$ cat src/verilog/memory_block_pkg.sv
package memory_block_pkg;
	// Memory geometry
	localparam int ADDR_W     = 7;
	localparam int DATA_W     = 16;
	localparam int DEPTH      = 128;
	// Product-term array geometry
	localparam int CELLS      = 16;
	localparam int OWN_TERMS  = 2;
	localparam int MAX_TERMS  = 32;
	localparam int MAX_SETS   = 15;
	localparam int SET_W      = 4;
	localparam int CLK_LINES  = 4;
	// Reset values
	localparam logic [DATA_W-1:0] DATA_RST = 16'h0000;
	localparam logic [ADDR_W-1:0] ADDR_RST = 7'h00;

	// Per-macrocell clear choice
	typedef enum logic [1:0] {
		CLR_NONE,
		CLR_FIRST,
		CLR_SECOND
	} clear_sel_e;

	// Write-side request from fabric
	typedef struct packed {
		logic              strobe;
		logic [ADDR_W-1:0] addr;
		logic [DATA_W-1:0] data;
	} write_req_s;

	// Read-side request from fabric
	typedef struct packed {
		logic              strobe;
		logic [ADDR_W-1:0] addr;
	} read_req_s;

	// Per-side control: clock line select, enable, local clear
	typedef struct packed {
		logic [1:0] clk_sel;
		logic       clk_en;
		logic       local_clear;
	} side_ctrl_s;
endpackage : memory_block_pkg

$ cat src/verilog/product_term_array.sv
module product_term_array
	import memory_block_pkg::*;
(
	input  wire logic                          core_clk,
	input  wire logic                          reset,
	input  wire logic [CELLS*OWN_TERMS-1:0]    pterms,
	input  wire logic [CELLS*SET_W-1:0]        expander_sets,
	input  wire logic [CELLS*2-1:0]            clear_select,
	input  wire logic                          global_clear,
	input  wire logic                          local_clear,
	input  wire logic                          invert_first,
	input  wire logic                          invert_second,
	output logic      [CELLS-1:0]              cell_out
);
	logic             clear_first;
	logic             clear_second;
	logic [CELLS-1:0] sum;
	logic [CELLS-1:0] next_cell_out;

	// Two block clears, each with optional inversion
	assign clear_first  = global_clear ^ invert_first;
	assign clear_second = local_clear ^ invert_second;

	// OR plane: own two terms plus up to 15 borrowed pairs from the next cells, wrapping from cell 15 to cell 0;
	// a 4-bit set count cannot exceed 15, so no cell ever sees more than 32 terms
	always_comb begin
		int          n;
		int          src;
		logic [3:0]  sets;
		n    = 0;
		src  = 0;
		sets = 4'h0;
		for (int i = 0; i < CELLS; i++) begin
			sets   = expander_sets[i*SET_W +: SET_W];
			sum[i] = |pterms[i*OWN_TERMS +: OWN_TERMS];
			for (n = 1; n <= MAX_SETS; n++) begin
				src = (i + n) % CELLS;
				if (n <= int'(sets))
					sum[i] = sum[i] | (|pterms[src*OWN_TERMS +: OWN_TERMS]);
			end
		end
	end

	// Each cell picks the first clear, the second, or none
	always_comb begin
		for (int i = 0; i < CELLS; i++) begin
			case (clear_sel_e'(clear_select[i*2 +: 2]))
				CLR_FIRST:  next_cell_out[i] = clear_first ? 1'b0 : sum[i];
				CLR_SECOND: next_cell_out[i] = clear_second ? 1'b0 : sum[i];
				default:    next_cell_out[i] = sum[i];
			endcase
		end
	end

	// Chip reset clears every cell regardless of its choice
	always_ff @(posedge core_clk) begin
		if (reset)
			cell_out <= '0;
		else
			cell_out <= next_cell_out;
	end
endmodule : product_term_array

$ cat src/verilog/embedded_memory_block.sv
// How it works
// - two clears, from global and local lines
// - each cell selects first, second, or none
// - either block clear may be inverted
// - OR plane takes at most 32 terms
// - at most 15 borrowed pairs per cell
// - writes registered; optional read output pipeline stage
// - write and read in same period
// - write registers run on write clock
// - read registers run on read clock
// - separate enable and clear per side
// - side registers clear from local, global, chip reset; line history from chip reset only
// - side clocks picked from four dedicated lines
module embedded_memory_block
	import memory_block_pkg::*;
(
	input  wire logic                       core_clk,
	input  wire logic                       reset,
	input  wire logic [CLK_LINES-1:0]       clock_lines,
	input  wire logic                       global_clear,
	input  wire side_ctrl_s                 write_ctrl,
	input  wire side_ctrl_s                 read_ctrl,
	input  wire write_req_s                 write_req,
	input  wire read_req_s                  read_req,
	input  wire logic                       output_reg_en,
	output logic      [DATA_W-1:0]          read_data,
	input  wire logic [CELLS*OWN_TERMS-1:0] pterms,
	input  wire logic [CELLS*SET_W-1:0]     expander_sets,
	input  wire logic [CELLS*2-1:0]         clear_select,
	input  wire logic                       pterm_local_clear,
	input  wire logic                       invert_first,
	input  wire logic                       invert_second,
	output logic      [CELLS-1:0]           cell_out
);
	// Storage array; one word per address, never cleared
	logic [DATA_W-1:0]    mem [DEPTH];
	// Clock line history and per-side events
	logic [CLK_LINES-1:0] lines_q;
	logic [CLK_LINES-1:0] next_lines_q;
	logic                 write_tick;
	logic                 read_tick;
	logic                 write_take;
	logic                 read_take;
	logic                 write_clear;
	logic                 read_clear;
	// Write-side input registers and array write port
	write_req_s           wr_reg;
	write_req_s           next_wr_reg;
	logic                 mem_we;
	logic [ADDR_W-1:0]    mem_waddr;
	logic [DATA_W-1:0]    mem_wdata;
	// Read-side registers
	read_req_s            rd_reg;
	read_req_s            next_rd_reg;
	logic                 rd_pending;
	logic                 next_rd_pending;
	logic [DATA_W-1:0]    array_word;
	logic [DATA_W-1:0]    raw_data;
	logic [DATA_W-1:0]    next_raw_data;
	logic [DATA_W-1:0]    next_read_data;

	// Rising edge of the chosen dedicated clock line; the line must fall
	// between two ticks, or the second rise is never seen
	function automatic logic line_rise(input logic [CLK_LINES-1:0] now,
		input logic [CLK_LINES-1:0] prev, input logic [1:0] sel);
		line_rise = now[sel] & ~prev[sel];
	endfunction : line_rise

	// A side acts only where its tick, its enable and its strobe meet
	function automatic logic side_take(input logic tick, input side_ctrl_s ctrl,
		input logic strobe);
		side_take = tick & ctrl.clk_en & strobe;
	endfunction : side_take

	// Line history; it restarts low, so a line already high at reset release
	// still gives one tick on the first edge after it
	always_comb begin
		next_lines_q = clock_lines;
	end

	// History register, cleared by the chip reset only
	always_ff @(posedge core_clk) begin
		if (reset) begin
			lines_q <= '0;
		end else begin
			lines_q <= next_lines_q;
		end
	end

	// Side events; each side takes a request only on a rise of its own selected line,
	// so the two sides may run from lines of unrelated rates
	assign write_tick  = line_rise(clock_lines, lines_q, write_ctrl.clk_sel);
	assign read_tick   = line_rise(clock_lines, lines_q, read_ctrl.clk_sel);
	assign write_take  = side_take(write_tick, write_ctrl, write_req.strobe);
	assign read_take   = side_take(read_tick, read_ctrl, read_req.strobe);
	// Per-side clears; the sides never clear each other, but the global
	// clear reaches both at once
	assign write_clear = write_ctrl.local_clear | global_clear;
	assign read_clear  = read_ctrl.local_clear | global_clear;

	// Write input registers: capture on a taken write tick; address and data
	// are held here, so the fabric may change them right after the tick
	always_comb begin
		next_wr_reg        = wr_reg;
		next_wr_reg.strobe = 1'b0;   // Captured write commits once
		if (write_clear) begin
			next_wr_reg = '{strobe: 1'b0, addr: ADDR_RST, data: DATA_RST};
		end else if (write_take) begin
			next_wr_reg = write_req;
		end
	end

	// Write input register file
	always_ff @(posedge core_clk) begin
		if (reset) begin
			wr_reg <= '{strobe: 1'b0, addr: ADDR_RST, data: DATA_RST};
		end else begin
			wr_reg <= next_wr_reg;
		end
	end

	// Array write port; a clear arriving after capture still kills the write,
	// so a side held in clear never changes the array
	always_comb begin
		mem_we    = wr_reg.strobe & ~write_clear;
		mem_waddr = wr_reg.addr;
		mem_wdata = wr_reg.data;
	end

	// Array write runs alongside any read; clears reach registers only
	always_ff @(posedge core_clk) begin
		if (mem_we) begin
			mem[mem_waddr] <= mem_wdata;
		end
	end

	// Word at the registered read address; a write to the same address in an
	// overlapping period of the other clock leaves it undefined
	assign array_word = mem[rd_reg.addr];

	// Read address register; rd_pending marks the one edge on which the
	// array word belongs to a taken read
	always_comb begin
		next_rd_reg     = rd_reg;
		next_rd_pending = 1'b0;
		if (read_clear) begin
			next_rd_reg = '{strobe: 1'b0, addr: ADDR_RST};
		end else if (read_take) begin
			next_rd_reg     = read_req;
			next_rd_pending = 1'b1;
		end
	end

	// Read address register file
	always_ff @(posedge core_clk) begin
		if (reset) begin
			rd_reg     <= '{strobe: 1'b0, addr: ADDR_RST};
			rd_pending <= 1'b0;
		end else begin
			rd_reg     <= next_rd_reg;
			rd_pending <= next_rd_pending;
		end
	end

	// Array read register, loaded one edge after the address is taken;
	// it feeds the optional output stage
	always_comb begin
		next_raw_data = raw_data;
		if (read_clear) begin
			next_raw_data = DATA_RST;
		end else if (rd_pending) begin
			next_raw_data = array_word;
		end
	end

	// Array read register
	always_ff @(posedge core_clk) begin
		if (reset) begin
			raw_data <= DATA_RST;
		end else begin
			raw_data <= next_raw_data;
		end
	end

	// Output register: bypassed, or one extra read of latency. The pipelined
	// word only moves on the next taken read, which trades latency for timing
	always_comb begin
		next_read_data = read_data;
		if (read_clear) begin
			next_read_data = DATA_RST;
		end else if (!output_reg_en && rd_pending) begin
			next_read_data = array_word;
		end else if (output_reg_en && read_take) begin
			next_read_data = raw_data;
		end
	end

	// Output data register
	always_ff @(posedge core_clk) begin
		if (reset) begin
			read_data <= DATA_RST;
		end else begin
			read_data <= next_read_data;
		end
	end

	// Product-term mode macrocells; they share the chip reset and the global
	// clear with the memory side but keep a local clear of their own
	product_term_array u_pterm (
		.core_clk      (core_clk),
		.reset         (reset),
		.pterms        (pterms),
		.expander_sets (expander_sets),
		.clear_select  (clear_select),
		.global_clear  (global_clear),
		.local_clear   (pterm_local_clear),
		.invert_first  (invert_first),
		.invert_second (invert_second),
		.cell_out      (cell_out)
	);
endmodule : embedded_memory_block

$ cat config.mk
export PLATFORM = sky130hd
export DESIGN_NAME = embedded_memory_block
export DESIGN_NICKNAME = d
export VERILOG_FILES = /design/src/verilog/memory_block_pkg.sv /design/src/verilog/product_term_array.sv /design/src/verilog/embedded_memory_block.sv
export SDC_FILE = /design/constraint.sdc
export NUM_CORES = 2
export LEC_CHECK = 0
export BUFFER_PORTS_ARGS = -buffer_cell sky130_fd_sc_hd__buf_2
export CAP_MARGIN = 20
export CELL_PAD_IN_SITES_DETAIL_PLACEMENT = 1
export CELL_PAD_IN_SITES_GLOBAL_PLACEMENT = 2
export CORE_MARGIN = 4
export CORE_UTILIZATION = 43
export DETAILED_ROUTE_END_ITERATION = 6
export PLACE_DENSITY_LB_ADDON = 0.1
export SETUP_SLACK_MARGIN = 0.2
export SLEW_MARGIN = 25
export SYNTH_ARGS = -nofsm -noshare
export SYNTH_HDL_FRONTEND = slang
export SYNTH_SLANG_ARGS = --single-unit
$ cat constraint.sdc
create_clock -name core_clk -period 2.4 [get_ports core_clk]
set_input_delay 0.12 -clock core_clk [delete_from_list [all_inputs] [get_ports core_clk]]
set_output_delay 0.12 -clock core_clk [all_outputs]
set_load 0.01 [all_outputs]
# After elaboration in Yosys (flattened, before gate mapping)
# Memories as Yosys holds them, arrays and structs flattened. A register that Yosys moved wholly into a read port is not among the register bits.
# Index checks and enable logic that the tools add are counted.
# totals
regBits	84
mem_bits_rw	2048
inputBits	179
output_inout_bits	32
n_memories	1
# classes
n_lt_le_gt_ge	242
n_eq_ne	32
n_mux	303
bitwise_logic	255
n_reduce_logical	23
# memory_table
name	depth	width	read_ports	rd_ports_with_merged_regs	wr	line	source
mem	128	16	1	1	1	embedded_memory_block.sv:36	logic [DATA_W-1:0] mem [DEPTH];
# op_table
cell	n
4-bit less-or-equal comparator (first input constant)	128
1-bit two-way mux	279
3-bit by 4-bit less-or-equal comparator with 1-bit output (first input constant)	64
1-bit OR	242
2-bit by 4-bit less-or-equal comparator with 1-bit output (first input constant)	32
1-bit by 4-bit less-or-equal comparator with 1-bit output (first input constant)	16
2-bit OR reduction	18
2-bit by 1-bit equality test with 1-bit output (second input constant)	16
2-bit equality test (second input constant)	16
16-bit two-way mux	2
1-bit one-hot mux with 2 select lines	16
7-bit two-way mux	2
1-bit binary-select mux with 2-bit select	4
1-bit bitwise AND	7
2-bit by 3-bit less-than comparator with 1-bit output (second input constant)	2
1-bit inverter	4
3-bit OR reduction	1
1-bit logical AND	2
2-bit nonzero test	1
1-bit XOR	2
1-bit logical NOT	1

# Depth between registers and ports, before layout
# logic_depth
depth_word	33
ltp_mapped	11

# Cells and area by module
# From an unflattened synthesis, not the netlist that was laid out.
# unflattened
cells_unflattened	4451
area_unflattened_um2	84818.8
# by_module_without_submodules
module	n_inst	cells_each	area_each_um2	seq_area_each_um2
embedded_memory_block	1	3903	81159.1	63000.4
product_term_array	1	548	3659.8	320.3

# Worst setup path after synthesis
# OpenSTA, ideal clock, no wires.
# synth_path
kind	reg2reg
from	reg wr_reg (netlist bit mem_waddr[4])
to	mem mem[114][0] (enable)
setup_ns	0.413
arrival_time_ns	2.178
t_required_ns	1.987
path_slack_ns	-0.191
path_stages_with_launch	4
path_buffers	0
synth_period_minus_slack_ns	2.591
path_cell_list	dfxtp_1 > nor2b_1 > nand3_1 > nor3b_1
# synth_lines
item	line	source
start, declared	embedded_memory_block.sv:47	write_req_s wr_reg;
start signal, assigned	embedded_memory_block.sv:116	wr_reg <= '{strobe: 1'b0, addr: ADDR_RST, data: DATA_RST};
start signal, assigned	embedded_memory_block.sv:118	wr_reg <= next_wr_reg;
end, declared	embedded_memory_block.sv:36	
# No word-level cell before the write port.

==> implementation parameters <==
Parameter                              Value

Cells and area
  Largest register by flop count ... mem
  Combined area of the multi-input logic cells ... 0.0226 mm^2
  Post-route cell area ... approximately 0.11 mm^2
  Largest register FFs ... between 2k and 2.5k
  Final core utilization ... between 50 and 60%
  Area growth from synthesis to layout ... 25.3%
  Filler instances ... approximately 18k
  Fraction of final layout cells sized beyond drive strength 1 ... between 30 and 40%
  Count of placed standard cells in the final layout, fillers left out ... roughly 9k
  Sequential cell area ... about 0.063 mm^2
  Most frequent standard cell in the layout excluding fill and tap cells ... edfxtp_1
  Number of nets at the end of the flow ... approximately 6.1k
  Highest-count cells in the layout ignoring fill and taps ... 2048 x edfxtp_1, 520 x buf_4, 462 x mux2i_1

Yosys
  Total nets after synthesis ... 5020
  Cell types with the largest area share after synthesis ... edfxtp_1 71%, mux4_2 8.1%, mux2i_1 5.4%
  Post-Synthesis Cells ... just under 5k
  Synthesized area per cell ... between 15 and 20 um^2
  Total of warnings raised by yosys ... 0
  Share of synthesized area occupied by flip-flops and latches ... between 70 and 80%
  Asr flop ratio synth ... 0%
  Count of flip-flops with a built-in enable after synthesis ... 2048
  Post-synthesis sequential element count ... about 2.1k
  Top_reg_cell synth ... edfxtp_1
  Yosys cell types ... 80
  Largest area contributor in the synthesized netlist ... edfxtp_1
  Share of Yosys cell area claimed by the top area cell type ... 71.0%
  Mapped cell area ... approximately 0.087 mm^2

Die
  Rows ... 164
  Die area ... 0.209 mm^2
  Starting density of the core ... 43.3%
  Count of pins on the block boundary ... between 200 and 250
  Chip Height ... 457 um
  Core ar. ... approximately 0.2 mm^2
  Die Wd ... around 460 um

STA
  Final number of setup-violating endpoints ... 32
  Fin Clk Skew ... between 0.04 and 0.05 ns
  Headroom to the max-slew limit ... a little under a third
  Slew Viols, Final ... 0
  Min Clock Period, post-route ... around 2.8 ns
  Minimum setup slack in the final design ... -0.388 ns
  Unrepaired setup endpoints after global routing ... true
  Final period util ... 116%
  Final-report hold violation count ... 0
  Worst Tran Pin Value ... 1.03 ns
  Highest clock frequency the design can meet ... 0.359 GHz
  Worst hold slack across all endpoints ... ~0.063 ns

GRT
  Met2 Track Usage GR ... roughly 45%
  Number of global-route vias before repair ... 53.8k
  Initial antenna violation count ... 14
  Most Crowded Layer GR ... met2
  Global-route track usage on met3 ... approximately 3.6%
  Aggregate global-route resource usage ... 27.3%
  Overflow after GRT ... 0
  GRT met1 Usage ... about 38%
  First-pass GRT wire length ... 409000 um
  Pin count of the biggest net entering global routing ... ~80

Critical path
  Type of destination of the critical path ... register
  Critical Path Source Type ... register
  Data arrival time of the worst path ... 3.55 ns
  Maximum net fanout on the critical path ... 7
  Critical path type ... register to register
  Req. time, crit path ... 3.17 ns

Drt
  Number of nets still failing antenna checks after routing ... 0
  Routed WL per cell ... ~33 um
  Sum of routed wire length over all layers ... 287000 um
  First-pass detailed-route iteration total ... 6
  Number of DRC markers in iteration 0 ... ~5.4k
  Via count ... around 52k
  Number of design rule violations left after detail routing ... 0
  Via/cell ratio ... roughly 6

Placement
  Placed standard-cell area ... 0.0968 mm^2
  Placed cells ... 8076
  Count of buffers inserted at the top-level ports ... 210
  Global placer's final weighted congestion ... 0.871
  Dpl hpwl ... 187000 um

Power
  Ratio of total power to cell area ... 698 mW/mm^2
  Highest ir drop seen on vdd ... around 0.76 mV
  Final Power ... 0.0757 W
  Leakage power total ... 29.8 nW

Clock tree
  # H-tree levels ... 4
  Latest clock arrival within the worst-skew pair ... a little under 0.9 ns
  CTS root buf ... clkbuf_16
  Clock-pin slew on the worst setup and hold paths ... about 0.060 ns
  CTS tree ... built
  Buffer depth of the longest clock path ... 3
  TritonCTS Sinks ... approximately 2.1k
  CTS Buf Count ... 221

Run
  Max_cap viols ... 0

Run status
  Run status ... finished, violations left
  Violated checks ... setup timing

Min path
  Worst Hold Class ... primary input to register
where the power goes:
part           internal, W  total [W]  switching (W)
registers           0.0403     0.0404      0.0000381
clock network       0.0190     0.0337         0.0147
logic             0.000691    0.00163       0.000943
Yosys cell counts (18+ instances only):
master,number
inv_1,42
a22oi_1,157
o22ai_1,118
buf_6,21
buf_4,22
mux2_2,18
edfxtp_1,2048
a211oi_1,62
ha_1,32
nand3_1,31
nor2b_1,24
a221oi_1,56
nand2_1,146
or2_2,24
a21oi_1,179
mux2i_1,469
o21ai_0,131
buf_1,18
dfxtp_1,91
clkbuf_1,135
buf_12,20
nor3_1,47
nor4_1,29
buf_8,19
nor2_1,238
mux4_2,312
buf_2,48
critical path, stage by stage, from the launching register on:
cell	delay, ns
dfxtp_4	0.38
buf_12	0.14
buf_6	0.11
buf_12	0.13
mux4_2	0.51
a22o_4	0.28
nor4b_4	0.44
a21oi_4	0.12
buf_6	0.16
a31o_4	0.24
and3_4	0.15
path summary, 6_finish.rpt:
path,cells after the start,endpoint,slack [ns],from
worst max-delay path,10,read_data[8]$_SDFFE_PP0P_,-0.39,register
worst min-delay path,4,mem_wdata[13]$_SDFFE_PP0P_,0.06,write_req[13]
worst max register to register,10,read_data[8]$_SDFFE_PP0P_,-0.39,register
worst min register to register,2,register,0.53,rd_reg[0]$_SDFFE_PP0P_
timing repair:
action	in CTS	in global routing
hold buffers	108	0
setup buffers	88	14
gates resized for setup	296	110
pin swaps	70	46
endpoints found under the hold margin	79	0
gates cloned	25	1
setup endpoints to repair	35	583
metrics by stage:
step | setup slack, ns | setup TNS, ns
global placement | -1.12 | -20.68
CTS | -0.397 | -7.85
detailed placement | -1.16 | -20.91
floorplan | 0.0299 | 0
finish | -0.388 | -7.92
global route | -0.424 | -9.61
layout make-up:
type,count,area share (%)
Antenna cell,15,0.0346
Clock buffer,281,5.38
Clock inverter,134,1.16
Inverter,44,0.152
Multi-Input combinational cell,2341,20.8
Sequential cell,2139,58.4
Tap cell,2656,3.06
Timing Repair Buffer,1132,11.0
logic make-up after synthesis:
| kind of cell | Yosys count | synth area share, % |
|---|---|---|
| compound gates | 867 | 6.66 |
| xor+xnor | 2 | 0.0202 |
| fa+ha+maj | 40 | 0.555 |
| buf+inv | 329 | 2.40 |
| flops | 2139 | 73.1 |
| mux | 800 | 13.8 |
| simple gates | 632 | 3.46 |
metal layers:
metal	vias up	wire, um
met2	1712	141000
met4	0	9760
met1	28000	121000
li1	21900	-
met5	-	0
met3	375	15400
No activity file was read; power rests on OpenSTA's default activity.
